==> src/rtl/dtc_pkg.sv <==
// package: register map, field positions, reset values and timing counts of the dual timebase capture timer
package dtc_pkg;
    // register indices; the byte address on the bus is four times the index
    localparam logic [7:0] IDX_TB2_CSR     = 8'h08;
    localparam logic [7:0] IDX_RELOAD      = 8'h09;
    localparam logic [7:0] IDX_RELOAD_CNT  = 8'h0a;
    localparam logic [7:0] IDX_TB1_CSR     = 8'h0b;
    localparam logic [7:0] IDX_CAPTURE     = 8'h0c;
    localparam int         ADDR_W          = 8;
    localparam int         DATA_W          = 32;
    localparam int         BE_W            = 4;
    localparam logic [ADDR_W-1:0] ADDR_TB2_CSR    = ADDR_W'({IDX_TB2_CSR, 2'b00});
    localparam logic [ADDR_W-1:0] ADDR_RELOAD     = ADDR_W'({IDX_RELOAD, 2'b00});
    localparam logic [ADDR_W-1:0] ADDR_RELOAD_CNT = ADDR_W'({IDX_RELOAD_CNT, 2'b00});
    localparam logic [ADDR_W-1:0] ADDR_TB1_CSR    = ADDR_W'({IDX_TB1_CSR, 2'b00});
    localparam logic [ADDR_W-1:0] ADDR_CAPTURE    = ADDR_W'({IDX_CAPTURE, 2'b00});

    // field positions in the timebase-2 control/status register
    localparam int TB2_FLAG_BIT   = 0;
    localparam int TB2_IRQ_EN_BIT = 1;
    // field positions in the timebase-1/capture control/status register
    localparam int TB1_FLAG_BIT   = 3;
    localparam int TB1_IRQ_EN_BIT = 4;
    localparam int PERIOD_SEL_BIT = 5;
    localparam int CAP_FLAG_BIT   = 6;
    localparam int CAP_IRQ_EN_BIT = 7;

    // reset values
    localparam logic [7:0] RELOAD_RST   = 8'h00;
    localparam logic [7:0] CAPTURE_RST  = 8'h00;
    localparam logic [7:0] CNT1_RST     = 8'h00;

    // timing: oscillator divided by 32 feeds both counters
    localparam int         PRESC_DIV    = 32;
    localparam int         PRESC_W      = 5;
    localparam logic [PRESC_W-1:0] PRESC_LAST = PRESC_W'(PRESC_DIV - 1);
    localparam logic [7:0] CNT1_TOP     = 8'hf9;
    localparam logic [7:0] CNT2_TOP     = 8'hff;
    // base periods in oscillator cycles for the two period selections
    localparam int         TB1_PERIOD_SHORT = 8000;
    localparam int         TB1_PERIOD_LONG  = 16000;
    localparam int         TB1_CNT_SPAN     = TB1_PERIOD_SHORT / PRESC_DIV;
endpackage

==> src/rtl/dtc_timer.sv <==
// design: dual timebase counters with input capture behind an Avalon-MM slave
//
// The Avalon-MM slave port is this design's own decision.
`timescale 1ns/1ps
module dtc_timer (
    input  wire logic                         clk_sys_i,
    input  wire logic                         rst_i,
    input  wire logic [dtc_pkg::ADDR_W-1:0]   avs_address_i,
    input  wire logic                         avs_read_i,
    input  wire logic                         avs_write_i,
    input  wire logic [dtc_pkg::DATA_W-1:0]   avs_writedata_i,
    input  wire logic [dtc_pkg::BE_W-1:0]     avs_byteenable_i,
    output logic      [dtc_pkg::DATA_W-1:0]   avs_readdata_o,
    output logic                              avs_waitrequest_o,
    input  wire logic                         halt_i,
    input  wire logic                         capture_pin_i,
    output logic                              irq_fixed_base_o,
    output logic                              irq_reload_base_o,
    output logic                              irq_capture_o
);
    import dtc_pkg::*;

    logic [PRESC_W-1:0] presc_q;
    logic               tick;
    logic [7:0]         count1_q;
    logic               half_q;
    logic               c1_wrap;
    logic               fixed_evt;
    logic [7:0]         count_bits_q;
    logic [7:0]         reload_bits_q;
    logic               c2_ovf;
    logic               fixed_base_flag_q;
    logic               fixed_base_irq_en_q;
    logic               period_double_sel_q;
    logic               reload_base_flag_q;
    logic               reload_base_irq_en_q;
    logic               capture_flag_q;
    logic               capture_irq_en_q;
    logic [7:0]         captured_bits_q;
    logic               pin_meta_q;
    logic               pin_sync_q;
    logic               pin_prev_q;
    logic               pin_edge;
    logic               cap_take;
    logic               wait_q;
    logic               rd_fire;
    logic               wr_fire;
    logic               wr_lane0;
    logic [7:0]         rd_byte;
    logic [DATA_W-1:0]  readdata_q;
    logic               irq_fixed_q;
    logic               irq_reload_q;
    logic               irq_capture_q;

    ////////////////////////////////////////////////////////////////////////////
    // bus slave: one wait state, read side effects when the read is first seen
    ////////////////////////////////////////////////////////////////////////////
    assign rd_fire  = avs_read_i && wait_q;
    assign wr_fire  = avs_write_i && !wait_q;
    assign wr_lane0 = wr_fire && avs_byteenable_i[0];

    always_ff @(posedge clk_sys_i or posedge rst_i) begin
        if (rst_i) begin
            wait_q <= 1'b1;
        end else if ((avs_read_i || avs_write_i) && wait_q) begin
            wait_q <= 1'b0;
        end else begin
            wait_q <= 1'b1;
        end
    end

    always_comb begin
        rd_byte = 8'h00;
        unique case (avs_address_i)
            ADDR_TB2_CSR: begin
                rd_byte[TB2_IRQ_EN_BIT] = reload_base_irq_en_q;
                rd_byte[TB2_FLAG_BIT]   = reload_base_flag_q;
            end
            ADDR_RELOAD:     rd_byte = reload_bits_q;
            ADDR_RELOAD_CNT: rd_byte = count_bits_q;
            ADDR_TB1_CSR: begin
                rd_byte[CAP_IRQ_EN_BIT] = capture_irq_en_q;
                rd_byte[CAP_FLAG_BIT]   = capture_flag_q;
                rd_byte[PERIOD_SEL_BIT] = period_double_sel_q;
                rd_byte[TB1_IRQ_EN_BIT] = fixed_base_irq_en_q;
                rd_byte[TB1_FLAG_BIT]   = fixed_base_flag_q;
            end
            ADDR_CAPTURE:    rd_byte = captured_bits_q;
            default:         rd_byte = 8'h00;
        endcase
    end

    always_ff @(posedge clk_sys_i or posedge rst_i) begin
        if (rst_i) begin
            readdata_q <= '0;
        end else if (rd_fire) begin
            readdata_q <= {{(DATA_W-8){1'b0}}, rd_byte};
        end
    end

    assign avs_readdata_o    = readdata_q;
    assign avs_waitrequest_o = wait_q;

    ////////////////////////////////////////////////////////////////////////////
    // prescaler: divides the clock by 32, frozen in halt
    ////////////////////////////////////////////////////////////////////////////
    always_ff @(posedge clk_sys_i or posedge rst_i) begin
        if (rst_i) begin
            presc_q <= '0;
        end else if (!halt_i) begin
            presc_q <= presc_q + PRESC_W'(1);
        end
    end

    assign tick = !halt_i && (presc_q == PRESC_LAST);

    ////////////////////////////////////////////////////////////////////////////
    // counter 1: hidden timebase, 250 counts per wrap
    ////////////////////////////////////////////////////////////////////////////
    assign c1_wrap   = tick && (count1_q == CNT1_TOP);
    assign fixed_evt = c1_wrap && (!period_double_sel_q || half_q);

    always_ff @(posedge clk_sys_i or posedge rst_i) begin
        if (rst_i) begin
            count1_q <= CNT1_RST;
        end else if (c1_wrap) begin
            count1_q <= CNT1_RST;
        end else if (tick) begin
            count1_q <= count1_q + 8'h01;
        end
    end

    always_ff @(posedge clk_sys_i or posedge rst_i) begin
        if (rst_i) begin
            half_q <= 1'b0;
        end else if (!period_double_sel_q) begin
            half_q <= 1'b0;
        end else if (c1_wrap) begin
            half_q <= !half_q;
        end
    end

    ////////////////////////////////////////////////////////////////////////////
    // counter 2: auto-reload, reload value taken only at overflow
    ////////////////////////////////////////////////////////////////////////////
    assign c2_ovf = tick && (count_bits_q == CNT2_TOP);

    always_ff @(posedge clk_sys_i or posedge rst_i) begin
        if (rst_i) begin
            count_bits_q <= RELOAD_RST;
        end else if (c2_ovf) begin
            count_bits_q <= reload_bits_q;
        end else if (tick) begin
            count_bits_q <= count_bits_q + 8'h01;
        end
    end

    always_ff @(posedge clk_sys_i or posedge rst_i) begin
        if (rst_i) begin
            reload_bits_q <= RELOAD_RST;
        end else if (wr_lane0 && avs_address_i == ADDR_RELOAD) begin
            reload_bits_q <= avs_writedata_i[7:0];
        end
    end

    ////////////////////////////////////////////////////////////////////////////
    // control bits written by software; flag bits ignore writes
    ////////////////////////////////////////////////////////////////////////////
    always_ff @(posedge clk_sys_i or posedge rst_i) begin
        if (rst_i) begin
            fixed_base_irq_en_q <= 1'b0;
            period_double_sel_q <= 1'b0;
            capture_irq_en_q    <= 1'b0;
        end else if (wr_lane0 && avs_address_i == ADDR_TB1_CSR) begin
            fixed_base_irq_en_q <= avs_writedata_i[TB1_IRQ_EN_BIT];
            period_double_sel_q <= avs_writedata_i[PERIOD_SEL_BIT];
            capture_irq_en_q    <= avs_writedata_i[CAP_IRQ_EN_BIT];
        end
    end

    always_ff @(posedge clk_sys_i or posedge rst_i) begin
        if (rst_i) begin
            reload_base_irq_en_q <= 1'b0;
        end else if (wr_lane0 && avs_address_i == ADDR_TB2_CSR) begin
            reload_base_irq_en_q <= avs_writedata_i[TB2_IRQ_EN_BIT];
        end
    end

    ////////////////////////////////////////////////////////////////////////////
    // event flags: set by hardware, cleared by a register read, set wins
    ////////////////////////////////////////////////////////////////////////////
    always_ff @(posedge clk_sys_i or posedge rst_i) begin
        if (rst_i) begin
            fixed_base_flag_q <= 1'b0;
        end else if (fixed_evt) begin
            fixed_base_flag_q <= 1'b1;
        end else if (rd_fire && avs_address_i == ADDR_TB1_CSR) begin
            fixed_base_flag_q <= 1'b0;
        end
    end

    always_ff @(posedge clk_sys_i or posedge rst_i) begin
        if (rst_i) begin
            reload_base_flag_q <= 1'b0;
        end else if (c2_ovf) begin
            reload_base_flag_q <= 1'b1;
        end else if (rd_fire && avs_address_i == ADDR_TB2_CSR) begin
            reload_base_flag_q <= 1'b0;
        end
    end

    // capture flag is defined low at reset; software still reads the capture register first
    always_ff @(posedge clk_sys_i or posedge rst_i) begin
        if (rst_i) begin
            capture_flag_q <= 1'b0;
        end else if (cap_take) begin
            capture_flag_q <= 1'b1;
        end else if (rd_fire && avs_address_i == ADDR_CAPTURE) begin
            capture_flag_q <= 1'b0;
        end
    end

    ////////////////////////////////////////////////////////////////////////////
    // input capture: synchroniser, edge detect, latch of counter 1
    ////////////////////////////////////////////////////////////////////////////
    always_ff @(posedge clk_sys_i or posedge rst_i) begin
        if (rst_i) begin
            pin_meta_q <= 1'b0;
            pin_sync_q <= 1'b0;
            pin_prev_q <= 1'b0;
        end else begin
            pin_meta_q <= capture_pin_i;
            pin_sync_q <= pin_meta_q;
            pin_prev_q <= pin_sync_q;
        end
    end

    assign pin_edge = pin_sync_q ^ pin_prev_q;
    assign cap_take = pin_edge && !capture_flag_q;

    always_ff @(posedge clk_sys_i or posedge rst_i) begin
        if (rst_i) begin
            captured_bits_q <= CAPTURE_RST;
        end else if (cap_take) begin
            captured_bits_q <= count1_q;
        end
    end

    ////////////////////////////////////////////////////////////////////////////
    // interrupt requests, registered
    ////////////////////////////////////////////////////////////////////////////
    always_ff @(posedge clk_sys_i or posedge rst_i) begin
        if (rst_i) begin
            irq_fixed_q   <= 1'b0;
            irq_reload_q  <= 1'b0;
            irq_capture_q <= 1'b0;
        end else begin
            irq_fixed_q   <= fixed_base_flag_q && fixed_base_irq_en_q;
            irq_reload_q  <= reload_base_flag_q && reload_base_irq_en_q;
            irq_capture_q <= capture_flag_q && capture_irq_en_q;
        end
    end

    assign irq_fixed_base_o  = irq_fixed_q;
    assign irq_reload_base_o = irq_reload_q;
    assign irq_capture_o     = irq_capture_q;

    logic [5:0] gap_q;
    logic       seen_tick_q;
    always_ff @(posedge clk_sys_i or posedge rst_i) begin
        if (rst_i) begin
            gap_q       <= '0;
            seen_tick_q <= 1'b0;
        end else if (tick) begin
            gap_q       <= '0;
            seen_tick_q <= 1'b1;
        end else if (!halt_i) begin
            gap_q       <= gap_q + 6'h01;
        end
    end
endmodule

==> config.mk <==
export PLATFORM = sky130hd
export DESIGN_NAME = dtc_timer
export DESIGN_NICKNAME = d
export VERILOG_FILES = /design/src/rtl/dtc_pkg.sv /design/src/rtl/dtc_timer.sv
export SDC_FILE = /design/constraint.sdc
export NUM_CORES = 1
export LEC_CHECK = 0
export ABC_AREA = 1
export BUFFER_PORTS_ARGS = -buffer_cell sky130_fd_sc_hd__buf_2
export CORE_MARGIN = 2
export CORE_UTILIZATION = 53
export DETAILED_ROUTE_END_ITERATION = 8
export GPL_ROUTABILITY_DRIVEN = 0
export PLACE_DENSITY_LB_ADDON = 0.25
export SLEW_MARGIN = 20
export SYNTH_ARGS = -nofsm -noshare
export SYNTH_HDL_FRONTEND = slang
export SYNTH_SLANG_ARGS = --single-unit
==> constraint.sdc <==
create_clock -name clk_sys_i -period 2.4 [get_ports clk_sys_i]
set_input_delay 0.6 -clock clk_sys_i [delete_from_list [all_inputs] [get_ports clk_sys_i]]
set_output_delay 0.6 -clock clk_sys_i [all_outputs]
set_load 0.01 [all_outputs]
======== Word-level counts from Yosys, hierarchy flattened ========
Index checks and enable logic that the tools add are counted.
storage, ports and cells
  register bits ........................... 60
  word-level logic and storage cells ...... 80
  bits of input ports ..................... 50
  output and inout port bits .............. 36
operators by class
  multiplexer cells ....................... 16
  equal/unequal tests ..................... 9
  add/sub/neg operators ................... 3
  bitwise operators ....................... 1
  reductions and logical operators ........ 30
operator list
  kind                 number
  $eq 8x6->1 const B   5
  $mux 8               4
  $pmux 5 s4           1
  $logic_and 1x1->1    18
  $add 8x1->8 const B  2
  $eq 8x8->1 const B   2
  $reduce_bool 2->1    5
  $mux 1               9
  $pmux 2 s4           1
  $add 5x1->5 const B  1
  $eq 5x5->1 const B   1
  $logic_not 1->1      5
  $pmux 1 s3           1
  $logic_or 1x1->1     2
  $ne 2x2->1 const B   1
  $xor 1x1->1          1

======== Depth between registers and ports, before layout ========
  depth in word-level cells ............... 5
  depth in mapped cells ................... 11
  mapped depth without buffers ............ 10

======== Worst setup path before layout ========
OpenSTA, ideal clock, no wires.
  path kind ............................... flip-flop to flip-flop
  start ................................... register presc_q[0]
  end ..................................... register count_bits_q[6]
  path slack .............................. 803 ps
  setup time .............................. 124 ps
  clock period less this slack ............ 1597 ps
  cell stages (with the launch flop) ...... 12
  buffers on the path ..................... 1
  arrival time ............................ 1473 ps
  cells stage by stage .................... dfrtp_1 ha_1 and3_1 ha_1 inv_1 nor2_4 inv_2 buf_2 nor3_1 inv_1 nand2_1 o21ai_1
on the way
  longest elaborated chain between the ends .. 4
  elaborated cells between the ends (all ways) .. 5
RTL lines
  item                                                line              source
  start, declared                                     dtc_timer.sv:23   logic [PRESC_W-1:0] presc_q;
  start signal, assigned                              dtc_timer.sv:111  presc_q <= presc_q + PRESC_W'(1);
  $eq 5x5->1 *                                        dtc_timer.sv:115  assign tick = !halt_i && (presc_q == PRESC_LAST);
  $logic_and 1x1->1 *                                 dtc_timer.sv:115
  $logic_and 1x1->1                                   dtc_timer.sv:146  assign c2_ovf = tick && (count_bits_q == CNT2_TOP);
  $mux 8 / $reduce_bool 2->1 (equally long branches)  -
  end signal, assigned                                dtc_timer.sv:152  count_bits_q <= reload_bits_q;
  end signal, assigned                                dtc_timer.sv:154  count_bits_q <= count_bits_q + 8'h01;
  end, declared                                       dtc_timer.sv:29   logic [7:0] count_bits_q;
Mark *: on every way between the ends. The rest lies on a longest branch, timed or not.
A chain may end at the register's enable or synchronous reset.

======== Worst setup path in the final report ========
  start ................................... register presc_q[0]
  end ..................................... register count1_q[4]
on the way
  longest elaborated chain between the ends .. 4
  elaborated cells between the ends (all ways) .. 5
RTL lines
  item                                                line              source
  $eq 5x5->1 *                                        dtc_timer.sv:115
  $logic_and 1x1->1 *                                 dtc_timer.sv:115
  $logic_and 1x1->1                                   dtc_timer.sv:120  assign c1_wrap = tick && (count1_q == CNT1_TOP);
  $mux 8 / $reduce_bool 2->1 (equally long branches)  -
  end signal, assigned                                dtc_timer.sv:129  count1_q <= count1_q + 8'h01;
  end, declared                                       dtc_timer.sv:25   logic [7:0] count1_q;
Marks and branches as above.

==> metrics.md <==
| Metric | Value |
|---|---|
| Share of cells above drive strength 1 | `16.8%` |
| Slowest stage delay, CP | `0.38 ns` |
| CP Cell Sequence | `ha_1 > and3_1 > ha_1 > inv_1 > nor2_4 > inv_2 > nor2_2 > inv_1 > o21ai_0 > a21oi_1` |
| Fmax | `0.513 GHz` |
| Bufs on Longest Clock Path | `2` |
| Vias/cell | `5.04` |
| Worst Tran Pin Value | `0.616 ns` |
| Die area | `0.00664 mm²` |
| CP Max Fanout | `11` |
| Post-cts sizing count | `0` |
| RSZ-0062 raised after global routing | `false` |
| Setup violations, final | `0` |
| Cts-stage hold buffer count | `0` |
| Fin. Hold Viols | `0` |
| CP Class | `reg -> reg` |
| GR Util All Layers | `21.4%` |
| Max-slew violation count | `0` |
| Row count | `28` |
| Cts bufs inserted | `9` |
| Post-synthesis sequential area ratio | `47.2%` |
| IO Count | `86` |
| Die Y | `81.5 µm` |
| Port bufs | `34` |
| Synthesized cell area | `0.00318 mm²` |
| Die width | `81.5 µm` |
| Max Cap Violations | `0` |
| Worst-skew pair later-pin latency | `0.33 ns` |
| Pwr/cell area | `770 mW/mm²` |
| Hold WS | `0.317 ns` |
| CP required | `2.62 ns` |
| Largest delay contributor family on the critical path | `simple AND/OR/NAND/NOR gates` |
| Starting Density | `54.4%` |
| CTS sink cnt | `60` |
| Final min period | `1.95 ns` |
| Largest net degree at the start of global routing | `61` |
| Relative max-transition margin | `58.8%` |
| Crit path launch type | `flip-flop` |
| Syn-to-layout area delta | `12.7%` |
| Clk_skew | `0.00616 ns` |
| Core region area | `0.00585 mm²` |
| Vias in the first global route | `2328` |
| Setup TNS | `0 ns` |
| N_diodes | `0` |
| Crit path arrival time | `2.17 ns` |
| Pre-antenna DRT Iters | `4` |
| Worst Hold Class | `in -> async` |
| Place WS | `0.408 ns` |
| DRC | `0` |
| DR WL/cell | `12.3 µm` |
| Unique masters post-synth | `35` |
| CTS clock-pin slew for the worst setup and hold paths | `0.06 ns` |
| Cells after Synth | `396` |
| Total power | `0.00276 W` |
| Hpwl dp | `4520 µm` |
| Initial DRC Count | `263` |
| Synth Register Bits | `60` |
| Multi-input gate area | `0.00135 mm²` |
| Fin crit share | `81.2%` |
| Routed Wire Length | `6330 µm` |
| CP Capture Type | `flip-flop` |
| CTS tree | `done` |
| Htree depth | `3` |
| # fillers | `523` |
| DRT antenna net count | `0` |
| Synth warnings | `0` |
| Status | `finished, final reports clean` |
| CP Buf/Inv Count | `3` |
| Leakage power | `1.95 nW` |
| Root buf cell | `clkbuf_8` |
| Reg area | `0.00150 mm²` |
| Global-route wire length before repair | `10700 µm` |
| Final core occ | `61.3%` |
| DR vias | `2599` |
| Avg Cell Area, Syn | `8.03 µm²` |
| Final #Nets | `491` |
| Overflow left after global routing | `0` |
| Setup ws final | `0.452 ns` |
| Peak VDD IR | `0.000539 V` |
| Crit path max-delay cell type | `dfrtp_1` |
| Initial antenna violation count | `0` |
| Post-CTS setup buffer count | `0` |
## cells by family (layout without fill, tap and decap cells)
family | after synthesis | after routing | synth area share, %
xor gates and xnor gates | 5 | 5 | 1.38
other | 1 | 24 | 0.118
AOI/OAI and AO/OA | 57 | 57 | 9.80
and+or+nand+nor | 189 | 189 | 26.4
DFF | 60 | 60 | 47.2
buffers and inverters | 79 | 101 | 13.1
adders and majority gates | 5 | 5 | 1.97
## routing by layer
metal	part of all wire, %	vias to the layer above	GRT usage, %
li1	-	1301	-
met1	46	1214	27.5
met2	48	77	34.0
met3	5.4	7	6.70
met4	0.87	0	7.80
met5	0	-	0
## cell usage in the layout, fill, tap and decap left out, drive strengths merged, types with 3 or more instances in the layout
master | Yosys | final
nand2 | 116 | 116
nand4 | 5 | 5
clkbuf | 1 | 12
nand3 | 41 | 41
bufinv | 0 | 3
inv | 46 | 46
o21ai | 43 | 43
ha | 5 | 5
conb | 1 | 24
nor3 | 3 | 3
buf | 32 | 39
dfrtp | 59 | 59
a21oi | 8 | 8
nor2 | 21 | 21
xor2 | 3 | 3
## cells in the mapped netlist (all sizes together)
| cell | n | area, µm² |
|---|---|---|
| a21boi | 1 | 7.51 |
| conb | 1 | 3.75 |
| xnor2 | 2 | 17.5 |
| nor2 | 21 | 106 |
| nand3b | 1 | 7.51 |
| dfrtp | 59 | 1480 |
| a22oi | 1 | 7.51 |
| nand4 | 5 | 31.3 |
| dfstp | 1 | 26.3 |
| xor2 | 3 | 26.3 |
| inv | 46 | 173 |
| a21oi | 8 | 40.0 |
| o21bai | 1 | 7.51 |
| o21a | 1 | 7.51 |
| clkbuf | 1 | 3.75 |
| nor3 | 3 | 15.0 |
| nand2 | 116 | 455 |
| buf | 32 | 241 |
| nand3 | 41 | 210 |
| ha | 5 | 62.6 |
| o211ai | 1 | 7.51 |
| a211oi | 1 | 7.51 |
| o21ai | 43 | 226 |
| and3 | 2 | 12.5 |
## power breakdown
part / internal (W) / switching [W] / leakage (nW)
registers: 0.00115 / 0.000129 / 0.756
clock network: 0.000745 / 0.000379 / 0.127
logic: 0.000140 / 0.000217 / 1.07
total: 0.00204 / 0.000726 / 1.95
## final cells by class
cell class | instances | share of cell area, %
timing repair buffer | 39 | 6.14
tap | 75 | 2.62
inverter | 46 | 4.82
sequential | 60 | 41.9
multi-input combinational | 280 | 37.5
clock buffer | 12 | 4.33
clock inverter | 4 | 2.65
## path summary, 6_finish.rpt
| check | start | cells past startpoint | endpoint | slack, ns |
|---|---|---|---|---|
| max | presc_q[0] | 10 | count1_q[4] | 0.45 |
| min | rst_i | 3 | count1_q[3] | 0.32 |
| max reg2reg | presc_q[0] | 10 | count1_q[4] | 0.45 |
| min reg2reg | pin_meta_q | 0 | pin_sync_q | 0.35 |
| max in group asynchronous | rst_i | 3 | avs_waitrequest_o | 1.79 |
| min in group clk_sys_i | pin_meta_q | 0 | pin_sync_q | 0.35 |
## registers in the layout, summed over array words and instances, names as in the netlist, 5 cells and up
name / count
count_bits_q: 8
presc_q: 5
reload_bits_q: 8
captured_bits_q: 8
count1_q: 8
avs_readdata_o: 8
## per-stage QoR
| stage | area [µm²] | std cells |
|---|---|---|
| 5_1_grt | 3590 | 516 |
| 4_1_cts | 3590 | 516 |
| 6_report | 3590 | 516 |
| 2_1_floorplan | 3270 | 419 |
| 3_3_place_gp | 3340 | 500 |
| 3_5_place_dp | 3340 | 500 |
## worst register-to-register path, cell delays in order (launching register included)
cell and delay (ns):
dfrtp_1 0.38, ha_1 0.19, and3_1 0.16, ha_1 0.13, inv_1 0.06, nor2_4 0.22, inv_2 0.17, nor2_2 0.26
inv_1 0.13, o21ai_0 0.09, a21oi_1 0.06
Note: power is estimated with default switching activity, not from simulation.
